**config.mk**
```make
export PLATFORM = sky130hd
export DESIGN_NAME = anadv_regs
export DESIGN_NICKNAME = d
export VERILOG_FILES = /design/src/anadv_pkg.sv /design/src/anadv_regs.sv
export SDC_FILE = /design/constraint.sdc
export NUM_CORES = 1
export LEC_CHECK = 0
export BUFFER_PORTS_ARGS = -buffer_cell sky130_fd_sc_hd__buf_2
export CORE_UTILIZATION = 47
export CTS_CLUSTER_DIAMETER = 200
export DETAILED_ROUTE_END_ITERATION = 7
export PLACE_DENSITY = 0.79
export SKIP_LAST_GASP = 1
export SYNTH_ARGS = -nofsm -noshare
export SYNTH_HDL_FRONTEND = slang
export SYNTH_SLANG_ARGS = --single-unit
```
**constraint.sdc**
```tcl
create_clock -name aclk -period 1.9 [get_ports aclk]
set_clock_uncertainty 0.05 [all_clocks]
set_input_delay 0.38 -clock aclk [delete_from_list [all_inputs] [get_ports aclk]]
set_output_delay 0.38 -clock aclk [all_outputs]
set_load 0.02 [all_outputs]
```
**src/anadv_pkg.sv**
```systemverilog
// Constants, field layouts and carrier types for the auto-negotiation advertisement register bank.
// Assumes a single 100 MHz clock domain and an AXI4-Lite register master.
// Functional notes
// - New advertisement applies only after negotiation restart.
// - Software may overwrite ability bits eight to five.
// - Ability bits advertise 100TX/10T full/half modes.
// - Selector field reads fixed one, read-only.
// - Advertisement resets with abilities and selector set.
// - Partner abilities captured read-only, reset zero.
package anadv_pkg;
  // Register indices as printed; byte address is four times the index.
  localparam logic [7:0] ANADV_IDX_LOCAL = 8'h04;
  localparam logic [7:0] ANADV_IDX_PARTNER = 8'h05;
  // Own control/status word: bit 0 restart (write one), bit 1 partner page valid.
  localparam logic [7:0] ANADV_IDX_CTRL = 8'h08;
  localparam logic [11:0] ANADV_ADDR_LOCAL = 12'h010;
  localparam logic [11:0] ANADV_ADDR_PARTNER = 12'h014;
  localparam logic [11:0] ANADV_ADDR_CTRL = 12'h020;
  // Reset values.
  localparam logic [15:0] ANADV_LOCAL_RST = 16'h01e1;
  localparam logic [15:0] ANADV_PARTNER_RST = 16'h0000;
  // Field positions.
  localparam int ANADV_RF_BIT = 13;
  localparam int ANADV_NP_BIT = 15;
  localparam int ANADV_RESTART_BIT = 0;
  // Writable mask: remote fault and the four ability bits.
  localparam logic [15:0] ANADV_WR_MASK = 16'h21e0;
  localparam logic [4:0] ANADV_SELECTOR = 5'h01;
  // AXI responses.
  localparam logic [1:0] ANADV_RESP_OKAY = 2'h0;
  localparam logic [1:0] ANADV_RESP_SLVERR = 2'h2;

  // Abilities actually in use by the negotiation logic.
  typedef struct packed {
    logic next_page_flag;
    logic remote_fault_flag;
    logic tx100_full_ability;
    logic tx100_half_ability;
    logic t10_full_ability;
    logic t10_half_ability;
  } anadv_ability_t;
endpackage

```
**src/anadv_regs.sv**
```systemverilog
// AXI4-Lite register bank holding local advertisement and partner abilities.
// Assumes the negotiation engine supplies a partner page strobe on the same clock.
`timescale 1ns/1ps
module anadv_regs
  import anadv_pkg::*;
(
  input wire logic aclk,
  input wire logic aresetn,
  input wire logic clk_en,
  input wire logic [11:0] s_axi_awaddr,
  input wire logic s_axi_awvalid,
  output logic s_axi_awready,
  input wire logic [31:0] s_axi_wdata,
  input wire logic [3:0] s_axi_wstrb,
  input wire logic s_axi_wvalid,
  output logic s_axi_wready,
  output logic [1:0] s_axi_bresp,
  output logic s_axi_bvalid,
  input wire logic s_axi_bready,
  input wire logic [11:0] s_axi_araddr,
  input wire logic s_axi_arvalid,
  output logic s_axi_arready,
  output logic [31:0] s_axi_rdata,
  output logic [1:0] s_axi_rresp,
  output logic s_axi_rvalid,
  input wire logic s_axi_rready,
  input wire logic partner_page_valid,
  input wire logic [15:0] partner_page,
  output logic restart_autoneg,
  output anadv_ability_t active_ability
);
  // Software-visible advertisement, captured partner abilities and the partner page seen flag.
  logic [15:0] local_advert_reg_q;
  logic [15:0] partner_ability_reg_q;
  logic partner_seen_q;
  // Write channel capture, either order.
  logic aw_held_q;
  logic w_held_q;
  logic [11:0] awaddr_q;
  logic [31:0] wdata_q;
  logic [3:0] wstrb_q;
  logic do_write;
  logic [15:0] merged;
  // Software view of the advertisement, shared by the checks below.
  logic [15:0] local_rd_view;

  // Read view of the advertisement: selector forced, next page zero.
  function automatic logic [15:0] local_view(input logic [15:0] r);
    return {1'b0, 1'b0, r[ANADV_RF_BIT], 4'h0, r[8:5], ANADV_SELECTOR};
  endfunction

  assign do_write = aw_held_q && w_held_q && !s_axi_bvalid;
  assign local_rd_view = local_view(local_advert_reg_q);
  // Only the low two lanes carry the 16-bit register.
  assign merged = {wstrb_q[1] ? wdata_q[15:8] : local_advert_reg_q[15:8],
                   wstrb_q[0] ? wdata_q[7:0] : local_advert_reg_q[7:0]};

  // Accept address and data independently; ready drops once a beat is held.
  always_ff @(posedge aclk)
  begin
    if (!aresetn)
    begin
      aw_held_q <= 1'b0;
      w_held_q <= 1'b0;
      awaddr_q <= 12'h000;
      wdata_q <= 32'h0000_0000;
      wstrb_q <= 4'h0;
    end
    else if (clk_en)
    begin
      if (s_axi_awvalid && s_axi_awready)
      begin
        aw_held_q <= 1'b1;
        awaddr_q <= s_axi_awaddr;
      end
      else if (do_write)
        aw_held_q <= 1'b0;
      if (s_axi_wvalid && s_axi_wready)
      begin
        w_held_q <= 1'b1;
        wdata_q <= s_axi_wdata;
        wstrb_q <= s_axi_wstrb;
      end
      else if (do_write)
        w_held_q <= 1'b0;
    end
  end

  // Ready is registered so the outputs come straight from flops.
  always_ff @(posedge aclk)
  begin
    if (!aresetn)
    begin
      s_axi_awready <= 1'b0;
      s_axi_wready <= 1'b0;
    end
    else if (clk_en)
    begin
      s_axi_awready <= !aw_held_q && !(s_axi_awvalid && s_axi_awready);
      s_axi_wready <= !w_held_q && !(s_axi_wvalid && s_axi_wready);
    end
  end

  // Register writes and the write response.
  always_ff @(posedge aclk)
  begin
    if (!aresetn)
    begin
      // Only writable bits are stored; the selector is supplied by the read view, as after any write.
      local_advert_reg_q <= ANADV_LOCAL_RST & ANADV_WR_MASK;
      restart_autoneg <= 1'b0;
      s_axi_bvalid <= 1'b0;
      s_axi_bresp <= ANADV_RESP_OKAY;
    end
    else if (clk_en)
    begin
      restart_autoneg <= 1'b0;
      if (s_axi_bvalid && s_axi_bready)
        s_axi_bvalid <= 1'b0;
      if (do_write)
      begin
        s_axi_bvalid <= 1'b1;
        s_axi_bresp <= ANADV_RESP_OKAY;
        case (awaddr_q)
          ANADV_ADDR_LOCAL:
            // Only remote fault and ability bits take the write.
            local_advert_reg_q <= merged & ANADV_WR_MASK;
          ANADV_ADDR_PARTNER:
            // Partner register is read-only; writes are dropped quietly.
            local_advert_reg_q <= local_advert_reg_q;
          ANADV_ADDR_CTRL:
            restart_autoneg <= wstrb_q[0] && wdata_q[ANADV_RESTART_BIT];
          default:
            s_axi_bresp <= ANADV_RESP_SLVERR;
        endcase
      end
    end
  end

  // Active abilities change only on restart, so a write alone never disturbs a live link.
  always_ff @(posedge aclk)
  begin
    if (!aresetn)
      active_ability <= '{1'b0, 1'b0, 1'b1, 1'b1, 1'b1, 1'b1};
    else if (clk_en && restart_autoneg)
      active_ability <= '{1'b0, local_advert_reg_q[ANADV_RF_BIT], local_advert_reg_q[8],
                          local_advert_reg_q[7], local_advert_reg_q[6], local_advert_reg_q[5]};
  end

  // Partner abilities are captured from the negotiation engine.
  always_ff @(posedge aclk)
  begin
    if (!aresetn)
    begin
      partner_ability_reg_q <= ANADV_PARTNER_RST;
      partner_seen_q <= 1'b0;
    end
    else if (clk_en)
    begin
      if (partner_page_valid)
      begin
        partner_ability_reg_q <= partner_page;
        partner_seen_q <= 1'b1;
      end
      else if (restart_autoneg)
        partner_seen_q <= 1'b0;
    end
  end

  // Read channel: one cycle to arready, data one cycle later.
  always_ff @(posedge aclk)
  begin
    if (!aresetn)
    begin
      s_axi_arready <= 1'b0;
      s_axi_rvalid <= 1'b0;
      s_axi_rdata <= 32'h0000_0000;
      s_axi_rresp <= ANADV_RESP_OKAY;
    end
    else if (clk_en)
    begin
      s_axi_arready <= !s_axi_rvalid && !s_axi_arready && s_axi_arvalid;
      if (s_axi_rvalid && s_axi_rready)
        s_axi_rvalid <= 1'b0;
      if (s_axi_arvalid && s_axi_arready)
      begin
        s_axi_rvalid <= 1'b1;
        s_axi_rresp <= ANADV_RESP_OKAY;
        case (s_axi_araddr)
          ANADV_ADDR_LOCAL: s_axi_rdata <= {16'h0000, local_view(local_advert_reg_q)};
          ANADV_ADDR_PARTNER: s_axi_rdata <= {16'h0000, partner_ability_reg_q};
          ANADV_ADDR_CTRL: s_axi_rdata <= {30'h0, partner_seen_q, 1'b0};
          default:
          begin
            s_axi_rdata <= 32'h0000_0000;
            s_axi_rresp <= ANADV_RESP_SLVERR;
          end
        endcase
      end
    end
  end

  // Active set stays put unless a restart happened.
  property p_hold_until_restart;
    @(posedge aclk) disable iff (!aresetn)
    (clk_en && !restart_autoneg) |=> $stable(active_ability);
  endproperty
  a_hold_until_restart: assert property (p_hold_until_restart) else $error("active set moved without restart");

  property p_restart_loads;
    @(posedge aclk) disable iff (!aresetn)
    (clk_en && restart_autoneg) |=> active_ability.tx100_full_ability == $past(local_advert_reg_q[8]);
  endproperty
  a_restart_loads: assert property (p_restart_loads) else $error("restart did not load abilities");

  property p_write_local;
    @(posedge aclk) disable iff (!aresetn)
    (clk_en && do_write && awaddr_q == ANADV_ADDR_LOCAL) |=> local_advert_reg_q == ($past(merged) & ANADV_WR_MASK);
  endproperty
  a_write_local: assert property (p_write_local) else $error("advertisement write lost");

  property p_selector;
    @(posedge aclk) disable iff (!aresetn)
    local_rd_view[4:0] == ANADV_SELECTOR && local_rd_view[15] == 1'b0;
  endproperty
  a_selector: assert property (p_selector) else $error("selector or next page wrong");

  property p_reset_value;
    @(posedge aclk) !aresetn |=> local_rd_view == ANADV_LOCAL_RST && partner_ability_reg_q == ANADV_PARTNER_RST;
  endproperty
  a_reset_value: assert property (p_reset_value) else $error("reset value wrong");

  property p_partner_capture;
    @(posedge aclk) disable iff (!aresetn)
    (clk_en && partner_page_valid) |=> partner_ability_reg_q == $past(partner_page);
  endproperty
  a_partner_capture: assert property (p_partner_capture) else $error("partner page not captured");

  property p_reserved_zero;
    @(posedge aclk) disable iff (!aresetn)
    (local_advert_reg_q & ~ANADV_WR_MASK) == 16'h0000;
  endproperty
  a_reserved_zero: assert property (p_reserved_zero) else $error("reserved bits set");

  property p_rf_sent;
    @(posedge aclk) disable iff (!aresetn)
    (clk_en && restart_autoneg) |=> active_ability.remote_fault_flag == $past(local_advert_reg_q[ANADV_RF_BIT]);
  endproperty
  a_rf_sent: assert property (p_rf_sent) else $error("remote fault not advertised");
endmodule

```
==> out/results.md, run 1 <==
* **initial antenna violation count** 0
* **number of instances in the synthesized netlist** 359
* **core box area** 6310 um^2
* **met1 capacity usage during global routing** 0.229
* **clock tree from TritonCTS** built
* **number of detailed-route iterations in the first pass** 5
* **cell-by-cell listing of the critical path** and4b_4 -> and4_4 -> and3_1 -> mux2i_1
* **number of global-route vias before repair** 2410
* **total die area** 6860 um^2
* **Syn Area/Cell** 8.56 um^2
* **number of hold violations in the final report** 0
* **worst min path class** input port to register
* **Initial Utilization** 0.487
* **worst hold start** s_axi_awaddr[8]
* **post-CTS setup buffer count** 0
* **Critical-path top delay cell** sky130_fd_sc_hd__and4b_4
* **commonest non-fill, non-tap cell in the layout** sky130_fd_sc_hd__nand2_1
* **final setup fails** 0
* **startpoint of the worst setup timing path** s_axi_bvalid
* **met2 track demand over resource in global routing** 0.329
* **number of buffers and inverters on the critical path** 0
* **maximum level of the CTS H-tree** 3
* **CP arrival** 1740 ps
* **global-route wire length before repair** 10700 um
* **Setup crit start kind** register
* **Cell Rows** 29
* **share of the clock period used by the worst path after layout** 0.798
* **number of nets in the final layout** 522
* **total detailed-routing wirelength** 6270 um
* **final non-filler cell area** 3680 um^2
* **Placement Cell Area** 3460 um^2
* **Reg2Reg Depth** 4
* **routed length per placed instance** 12.1 um
* **chip height** 82.8 um
* **Pint** 2450 uW
* **synthesis-to-layout area growth** 20.0%
* **logic depth of the worst path, buffers included** 4
* **DRC marker count from the first detailed-route iteration** 71
* **count of hold-fix buffers inserted at cts** 0
* **maximum vdd ir drop** 413 uV
* **total negative setup slack** 0 ps
* **met3 layer usage reported by global route** 0.0567
* **number of routed nets with antenna violations** 0
* **run status** complete, no violations
* **via/cell ratio** 4.87
* **most frequent cells in the layout** 112 x sky130_fd_sc_hd__nand2_1, 85 x sky130_fd_sc_hd__buf_2, 73 x sky130_fd_sc_hd__dfxtp_1
* **actual transition at the worst max-transition pin** 768 ps
* **master cell of the clock root buffer** sky130_fd_sc_hd__clkbuf_8
* **r2r endpoint** local_advert_reg_q[7]
* **Cell variety after synth** 35
* **fraction of power consumed by the clock network** 0.425
* **RSZ-0062 raised after global routing** no
* **sequential area share after synthesis** 0.476
* **Worst EP required** 2120 ps
* **fraction of layout cells with a size suffix above 1** 0.262
* **drc violations** 0
* **setup slack on the worst flop-to-flop path** 380 ps
* **number of pins with negative max-slew slack in the final report** 0
* **cell area power density** 869 nW/um^2
* **Critical path destination** local_advert_reg_q[7]
* **largest fanout on the critical path** 6
* **Highest Clock Rate** 0.660 GHz
* **worst setup path category** register to register
* **clock sink count** 73
* **Max Root-Sink Buffers** 2
* **cell family with the largest share of critical-path delay** simple AND/OR/NAND/NOR gates
* **quantity of I/O buffers inserted on ports** 85
* **crit-path max cell delay** 350 ps
* **num ports** 133
* **Slew headroom** 0.488
* **startpoint of the most critical register-to-register path** s_axi_bvalid
* **P_leak** 0.00157 uW
* **Inserted Clock Buffers** 9
* **vias post-DR** 2526
* **antenna cell count** 0
* **post-synthesis instance area** 3070 um^2
* **width of the chip** 82.8 um
* **count of instances resized after the clock tree is built** 0
* **number of max-cap violations** 0
* **global routing's busiest layer** met2
* **Reg clk slew, reported paths** 80 ps
* **element type at the critical path end** register
* **remaining global-route overflow** 0
* **Sw Ratio** 0.236
* **overall global routing resource usage** 0.193
* **insertion delay to the later sink of the worst-skew pair** 340 ps
* **placed wire-length estimate after detailed placement** 4410 um
* **total of warnings raised by yosys** 0
* **flip-flop and latch count after synthesis** 73
* **Reg power frac** 0.496
* **Sw Pwr** 755 uW
* **placer's final routability congestion estimate** 0.756
* **largest net degree at the start of global routing** 65
* **post-route minimum period** 1520 ps
* **combinational share of power** 0.079
flip-flops by register name, summed over array words and instances (netlist names), 2 cells and up:
| signal | cells |
|---|---|
| wdata_q | 6 |
| s_axi_rdata | 16 |
| local_advert_reg_q | 5 |
| awaddr_q | 12 |
| wstrb_q | 2 |
| partner_ability_reg_q | 16 |
| active_ability | 5 |
through the flow:
step | hold slack, ps | power [uW] | utilization | instances | setup WS, ps
6_report | 226 | 3200 | 0.584 | 519 | 385
3_5_place_dp | 390 | 1880 | 0.548 | 503 | 177
5_1_grt | 223 | 3350 | 0.584 | 519 | 289
2_1_floorplan | 379 | 1810 | - | 377 | 402
4_1_cts | 216 | 3240 | 0.584 | 519 | 376
3_3_place_gp | 379 | 1870 | 0.548 | 503 | 207
kinds of logic (layout without fill, tap and decap cells):
| group | count (synthesis) | count (layout) | share of synthesized area |
|---|---|---|---|
| compound gates | 68 | 68 | 0.159 |
| buf+inv | 39 | 104 | 0.0778 |
| simple gates | 167 | 167 | 0.251 |
| flops | 73 | 73 | 0.476 |
| mux | 11 | 11 | 0.0358 |
| other cells | 1 | 19 | 0.00122 |
how the worst min path moves through the flow:
stage	endpoint	slack, ps	cells after the start
3_3_place_gp	s_axi_rdata[3]	380	2
2_1_floorplan	s_axi_rdata[14]	380	2
6_report	awaddr_q[8]	230	3
4_1_cts	partner_ability_reg_q[0]	220	3
5_1_grt	partner_ability_reg_q[10]	220	3
3_5_place_dp	s_axi_rdata[4]	390	2
per-layer routing:
layer	up-vias	wire, um	part of all wire
met4	0	72	0.011
met3	8	286	0.046
met1	1146	2830	0.45
met5	-	0	0
li1	1312	-	-
met2	60	3080	0.49
synth_stat cells, drive strengths merged:
master / n / area share
conb: 1 / 0.0012
dfxtp: 73 / 0.48
nor2: 4 / 0.0049
nor4: 2 / 0.0041
and2b: 1 / 0.0024
nor3: 2 / 0.0033
a21oi: 7 / 0.011
mux2i: 11 / 0.036
nand2b: 3 / 0.0061
a31oi: 1 / 0.0020
and3: 4 / 0.0081
o221a: 1 / 0.0037
o21ai: 17 / 0.037
and4b: 2 / 0.0077
nand2: 112 / 0.14
buf: 27 / 0.063
clkbuf: 12 / 0.015
nand4b: 1 / 0.0029
and2: 4 / 0.0081
a21boi: 39 / 0.095
and4: 2 / 0.0065
nand4: 2 / 0.0041
nor2b: 16 / 0.033
nand3: 10 / 0.018
a32oi: 2 / 0.0057
o211a: 1 / 0.0033
nor3b: 2 / 0.0049
tightest hold or removal path, cell delays in order:
cell and delay (ps):
sky130_fd_sc_hd__buf_2 90, sky130_fd_sc_hd__nand2_1 40, sky130_fd_sc_hd__a21boi_0 60
power by group through the flow:
| stage | logic [uW] | registers (uW) | clock network, uW |
|---|---|---|---|
| after global routing | 282 | 1590 | 1470 |
| after detailed placement | 253 | 1620 | 0 |
| final | 253 | 1590 | 1360 |
| after floorplan | 186 | 1630 | 0 |
| after global placement | 248 | 1620 | 0 |
| after CTS | 254 | 1590 | 1400 |
final cells by class:
type	instances	area, um^2
fill	575	2630
clock inverter	6	90.1
sequential	73	1460
timing repair buffer	88	460
multi-input combinational	265	1440
clock buffer	10	138
tap	77	96.3
Note: power is estimated with default switching activity, not from simulation.
==> inputs of run 2 (changes only) <==
- CORE_UTILIZATION: 47 -> 43
- PLACE_DENSITY: 0.79 -> 0.76
- clock period: 1.9 -> 1.2 ns (I/O delays scaled with it)
==> out/results.md, run 2 (synthesized netlist as in run 1, its figures left out) <==
* **Cell Rows** 30, was 29
* **violations in the final reports** setup timing
* **r2r endpoint** local_advert_reg_q[5], was local_advert_reg_q[7]
* **number of nets in the final layout** 550, was 522
* **Setup crit start kind** register, unchanged
* **number of buffers and inverters on the critical path** 0, unchanged
* **largest net degree at the start of global routing** 52, was 65
* **placed wire-length estimate after detailed placement** 5060 um, was 4410 um
* **insertion delay to the later sink of the worst-skew pair** 350 ps, was 340 ps
* **via/cell ratio** 4.70, was 4.87
* **antenna cell count** 0, unchanged
* **cell family with the largest share of critical-path delay** simple AND/OR/NAND/NOR gates, unchanged
* **routed metal-1 wire length** 3070 um, was 2830 um
* **detailed route wirelength on metal2** 3550 um, was 3080 um
* **num ports** 133, unchanged
* **Reg clk slew, reported paths** 90 ps, was 80 ps
* **total detailed-routing wirelength** 7110 um, was 6270 um
* **overall global routing resource usage** 0.199, was 0.193
* **Worst Slack Setup Final** -224 ps, was 385 ps
* **number of hold violations in the final report** 0, unchanged
* **placer's final routability congestion estimate** 0.746, was 0.756
* **Critical-path top delay cell** sky130_fd_sc_hd__dfxtp_2, was sky130_fd_sc_hd__and4b_4
* **total die area** 7490 um^2, was 6860 um^2
* **Sw Pwr** 1300 uW, was 755 uW
* **maximum level of the CTS H-tree** 3, unchanged
* **global-route wire length before repair** 11300 um, was 10700 um
* **worst setup path category** register to register, unchanged
* **Placed Instances** 548, was 503
* **master cell of the clock root buffer** sky130_fd_sc_hd__clkbuf_8, unchanged
* **Max Root-Sink Buffers** 2, unchanged
* **worst hold start** partner_page[12], was s_axi_awaddr[8]
* **Hold Path Stages** 3, unchanged
* **combinational share of power** 0.101, was 0.079
* **Worst EP required** 1430 ps, was 2120 ps
* **post-route minimum period** 1420 ps, was 1520 ps
* **DRC marker count from the first detailed-route iteration** 81, was 71
* **clock sink count** 73, unchanged
* **utilization after layout** 0.595, was 0.584
* **initial antenna violation count** 0, unchanged
* **Endpoint, Worst Hold** partner_ability_reg_q[12], was awaddr_q[8]
* **fraction of power consumed by the clock network** 0.373, was 0.425
* **cell area power density** 1180 nW/um^2, was 869 nW/um^2
* **chip height** 86.5 um, was 82.8 um
* **final setup fails** 23, was 0
* **maximum vdd ir drop** 694 uV, was 413 uV
* **uppermost metal layer occupied by signal nets** met4, unchanged
* **Finished Layout Cells** 566, was 519
* **element type at the critical path end** register, unchanged
* **drc violations** 0, unchanged
* **number of detailed-route iterations in the first pass** 4, was 5
* **Filler Cells Inserted** 629, was 575
* **Reg power frac** 0.526, was 0.496
* **fraction of layout cells with a size suffix above 1** 0.349, was 0.262
* **Reg2Reg Depth** 4, unchanged
* **commonest non-fill, non-tap cell in the layout** sky130_fd_sc_hd__nand2_1, unchanged
* **Inserted Clock Buffers** 9, unchanged
* **number of routed nets with antenna violations** 0, unchanged
* **RSZ-0062 raised after global routing** yes, was no
* **cell-by-cell listing of the critical path** nor4_4 -> and4_4 -> and3_4 -> mux2i_1, was and4b_4 -> and4_4 -> and3_1 -> mux2i_1
* **startpoint of the most critical register-to-register path** awaddr_q[7], was s_axi_bvalid
* **count of hold-fix buffers inserted at cts** 0, unchanged
* **Sw Ratio** 0.272, was 0.236
* **number of global-route vias before repair** 2444, was 2410
* **quantity of I/O buffers inserted on ports** 85, unchanged
* **clock tree from TritonCTS** built, unchanged
* **Pint** 3480 uW, was 2450 uW
* **Highest Clock Rate** 0.702 GHz, was 0.660 GHz
* **run status** complete, but fails checks, was complete, no violations
* **sum of met3 wire segment lengths after detailed routing** 344 um, was 286 um
* **width of the chip** 86.5 um, was 82.8 um
* **worst min path class** input port to register, unchanged
* **remaining global-route overflow** 0, unchanged
* **number of max-cap violations** 0, unchanged
* **crit-path max cell delay** 340 ps, was 350 ps
* **core box area** 6830 um^2, was 6310 um^2
* **largest fanout on the critical path** 4, was 6
* **synthesis-to-layout area growth** 32.4%, was 20.0%
* **P_leak** 0.00174 uW, was 0.00157 uW
* **share of the clock period used by the worst path after layout** 1.19, was 0.798
* **routed length per placed instance** 12.6 um, was 12.1 um
* **most frequent cells in the layout** 112 x sky130_fd_sc_hd__nand2_1, 73 x sky130_fd_sc_hd__buf_2, 66 x sky130_fd_sc_hd__dfxtp_1, was 112 x sky130_fd_sc_hd__nand2_1, 85 x sky130_fd_sc_hd__buf_2, 73 x sky130_fd_sc_hd__dfxtp_1
* **Initial Utilization** 0.450, was 0.487
* **vias post-DR** 2662, was 2526
* **CP arrival** 1650 ps, was 1740 ps
* **number of pins with negative max-slew slack in the final report** 0, unchanged
* **setup slack on the worst flop-to-flop path** -220 ps, was 380 ps
* **biggest registers after layout** partner_ability_reg_q: 16 flops, s_axi_rdata: 16 flops, awaddr_q: 12 flops, unchanged
[run 2: changes by cell type in the layout (fill, tap and decap cells not counted), moves of 3 or more]
cell | previous run | this run
sky130_fd_sc_hd__o21ai_0 | 7 | 0
sky130_fd_sc_hd__clkinv_4 | 1 | 4
sky130_fd_sc_hd__o21ai_2 | 8 | 14
sky130_fd_sc_hd__buf_4 | 2 | 33
sky130_fd_sc_hd__buf_12 | 1 | 4
sky130_fd_sc_hd__dfxtp_1 | 73 | 66
sky130_fd_sc_hd__buf_6 | 0 | 5
sky130_fd_sc_hd__dfxtp_2 | 0 | 6
sky130_fd_sc_hd__buf_2 | 85 | 73
[run 2: repair_timing]
item | CTS | global route
gates resized for setup | 25 | 20
pin swaps | 8 | 4
setup endpoints to repair | 25 | 35
setup buffers | 2 | 0
cloned | 1 | 0
[run 2: cell type report]
type	instances	area (um^2)	share of cell area
multi-input combinational	265	1510	0.372
sequential	73	1470	0.362
clock buffer	9	124	0.0305
tap	96	120	0.0295
clock inverter	7	62.6	0.0154
timing repair buffer	116	777	0.191
[run 2: metrics by stage]
stage | worst slack [ps] | setup TNS (ps) | area [um^2] | total power, uW | hold WS [ps]
2_1_floorplan | -230 | -1400 | 3160 | 2870 | 335
3_3_place_gp | -219 | -3910 | 3730 | 3020 | 382
3_5_place_dp | -249 | -5210 | 3730 | 3030 | 390
4_1_cts | -237 | -2230 | 4020 | 4820 | 64.9
5_1_grt | -304 | -3230 | 4070 | 5000 | 74.8
6_report | -224 | -1880 | 4070 | 4780 | 76.9
[run 2: worst max path at each step]
stage,slack (ps),cells after the start,to,start
finish,-220,4,local_advert_reg_q[5],awaddr_q[7]
global placement,-220,6,s_axi_rdata[4],s_axi_araddr[1]
global route,-300,4,local_advert_reg_q[5],awaddr_q[7]
CTS,-240,4,local_advert_reg_q[5],s_axi_bvalid
detailed placement,-250,6,s_axi_rdata[3],s_axi_araddr[1]
floorplan,-230,5,local_advert_reg_q[5],s_axi_bvalid
[run 2: worst register-to-register path: stages (launching register included)]
cell                      delay (ps)
sky130_fd_sc_hd__dfxtp_2         340
sky130_fd_sc_hd__nor4_4          280
sky130_fd_sc_hd__and4_4          270
sky130_fd_sc_hd__and3_4          210
sky130_fd_sc_hd__mux2i_1         190
[run 2: power groups by stage]
stage               logic (uW)  registers (uW)  clock network (uW)
finish                     483            2520                1780
global route               531            2520                1940
CTS                        476            2510                1830
detailed placement         464            2570                   0
global placement           454            2560                   0
floorplan                  297            2570                   0
[run 2: metal layers]
metal,global-route usage,vias to the layer above
li1,-,1368
met5,0,-
met3,0.0590,16
met1,0.231,1207
met4,0.0909,0
met2,0.339,71
==> inputs of run 3 (changes only) <==
- PLACE_DENSITY: 0.76 -> 0.84
- REMOVE_ABC_BUFFERS: default -> 1
==> out/results.md, run 3 (synthesized netlist as in run 1, its figures left out) <==
* **run status** complete, but fails checks, unchanged
* **violations in the final reports** setup timing, unchanged
* **Finished Layout Cells** 570, was 566
* **clock sink count** 73, unchanged
* **placer's final routability congestion estimate** 0.763, was 0.746
* **CP arrival** 1640 ps, was 1650 ps
* **multi-input gate area in the final layout** 1500 um^2, was 1510 um^2
* **routed length per placed instance** 12.5 um, was 12.6 um
* **post-route minimum period** 1410 ps, was 1420 ps
* **number of pins with negative max-slew slack in the final report** 0, unchanged
* **utilization after layout** 0.595, about the same
* **Worst Slack Setup Final** -212 ps, was -224 ps
* **Placement Cell Area** 3710 um^2, was 3730 um^2
* **number of detailed-route iterations in the first pass** 4, unchanged
* **Critical-path top delay cell** sky130_fd_sc_hd__dfxtp_1, was sky130_fd_sc_hd__dfxtp_2
* **most frequent cells in the layout** 112 x sky130_fd_sc_hd__nand2_1, 73 x sky130_fd_sc_hd__buf_2, 67 x sky130_fd_sc_hd__dfxtp_1, was 112 x sky130_fd_sc_hd__nand2_1, 73 x sky130_fd_sc_hd__buf_2, 66 x sky130_fd_sc_hd__dfxtp_1
* **worst min path class** input port to register, unchanged
* **cell-by-cell listing of the critical path** nor4_2 -> and4_4 -> and3_4 -> mux2i_1, was nor4_4 -> and4_4 -> and3_4 -> mux2i_1
* **Filler Cells Inserted** 637, was 629
* **synthesis-to-layout area growth** 32.3%, was 32.4%
* **number of max-cap violations** 0, unchanged
* **Initial Utilization** 0.450, unchanged
* **chip height** 86.5 um, unchanged
* **placed wire-length estimate after detailed placement** 5090 um, was 5060 um
* **Worst EP required** 1430 ps, about the same
* **initial antenna violation count** 1, was 0
* **total die area** 7490 um^2, unchanged
* **Placed Instances** 549, was 548
* **maximum vdd ir drop** 642 uV, was 694 uV
* **total negative setup slack** -1790 ps, was -1880 ps
* **via/cell ratio** 4.76, was 4.70
* **number of hold violations in the final report** 0, unchanged
* **Inserted Clock Buffers** 9, unchanged
* **count of hold-fix buffers inserted at cts** 0, unchanged
* **global-route wire length before repair** 11500 um, was 11300 um
* **biggest registers after layout** partner_ability_reg_q: 16 flops, s_axi_rdata: 16 flops, awaddr_q: 12 flops, unchanged
* **remaining global-route overflow** 0, unchanged
* **number of global-route vias before repair** 2627, was 2444
* **Cell Rows** 30, unchanged
* **core box area** 6830 um^2, unchanged
* **DRC marker count from the first detailed-route iteration** 68, was 81
* **fraction of layout cells with a size suffix above 1** 0.354, was 0.349
* **cell area power density** 1190 nW/um^2, was 1180 nW/um^2
* **commonest non-fill, non-tap cell in the layout** sky130_fd_sc_hd__nand2_1, unchanged
* **num ports** 133, unchanged
* **startpoint of the most critical register-to-register path** awaddr_q[7], unchanged
* **Setup crit start kind** register, unchanged
* **vias post-DR** 2711, was 2662
* **Hold WS** 77.8 ps, was 76.9 ps
* **final setup fails** 22, was 23
* **element type at the critical path end** register, unchanged
* **number of routed nets with antenna violations** 0, unchanged
* **final non-filler cell area** 4070 um^2, about the same
* **Reg clk slew, reported paths** 80 ps, was 90 ps
* **overall global routing resource usage** 0.197, was 0.199
* **startpoint of the worst setup timing path** awaddr_q[7], unchanged
* **P_leak** 0.00175 uW, was 0.00174 uW
* **largest net degree at the start of global routing** 29, was 52
* **drc violations** 0, unchanged
* **antenna cell count** 0, unchanged
* **maximum level of the CTS H-tree** 3, unchanged
* **number of nets in the final layout** 554, was 550
* **insertion delay to the later sink of the worst-skew pair** 350 ps, about the same
* **cell family with the largest share of critical-path delay** simple AND/OR/NAND/NOR gates, unchanged
* **clock tree from TritonCTS** built, unchanged
* **master cell of the clock root buffer** sky130_fd_sc_hd__clkbuf_8, unchanged
* **width of the chip** 86.5 um, unchanged
* **crit-path max cell delay** 330 ps, was 340 ps
* **worst hold start** s_axi_awaddr[3], was partner_page[12]
* **RSZ-0062 raised after global routing** yes, unchanged
* **total detailed-routing wirelength** 7100 um, was 7110 um
* **sequential standard cell area** 1470 um^2, about the same
* **worst setup path category** register to register, unchanged
* **Highest Clock Rate** 0.708 GHz, was 0.702 GHz
* **largest fanout on the critical path** 4, unchanged
* **number of buffers and inverters on the critical path** 0, unchanged
* **share of the clock period used by the worst path after layout** 1.18, was 1.19
* **Max Root-Sink Buffers** 2, unchanged
* **quantity of I/O buffers inserted on ports** 85, unchanged
## run 3: timing repair
action                                  in CTS  in global routing
pin swaps                                   17                  2
cloned                                       1                  0
setup buffers                                3                  1
resized for setup                           23                 23
endpoints found under the setup margin      26                 62
## run 3: per-layer routing
layer,wire length (um),share of wire,global-route usage,vias to the layer above
met5,12,0.0017,0,-
met4,99,0.014,0.0697,2
met1,3160,0.45,0.228,1222
li1,-,-,-,1372
met3,415,0.058,0.0533,16
met2,3410,0.48,0.351,99
## run 3: per-stage QoR
stage	power, uW	setup slack (ps)
2_1_floorplan	2780	-325
3_3_place_gp	3010	-272
3_5_place_dp	3030	-336
4_1_cts	4850	-217
5_1_grt	5030	-275
6_report	4820	-212
## run 3: final cells by class
cell class	instances	share of cell area
Multi-Input combinational cell	265	0.369
Tap cell	96	0.0295
Sequential cell	73	0.361
Clock buffer	9	0.0305
Clock inverter	7	0.0151
Timing Repair Buffer	120	0.195
## run 3: path summary, 6_finish.rpt
path	end	slack, ps	depth (start not counted)
worst max-delay path	local_advert_reg_q[7]	-210	4
worst min-delay path	awaddr_q[3]	80	3
worst max register to register	local_advert_reg_q[7]	-210	4
worst min register to register	s_axi_rdata[12]	410	2
## run 3: power by group
group / switching, uW / internal (uW) / leakage, uW
Combinational: 260 / 221 / 0.00107
Sequential: 35.1 / 2480 / 0.000595
Clock: 1040 / 785 / 0.0000884
Total: 1330 / 3490 / 0.00175
## run 3: worst reg2reg max path, stage by stage (launching register included)
cell and delay (ps):
sky130_fd_sc_hd__dfxtp_1 330, sky130_fd_sc_hd__nor4_2 290, sky130_fd_sc_hd__and4_4 280, sky130_fd_sc_hd__and3_4 220, sky130_fd_sc_hd__mux2i_1 190
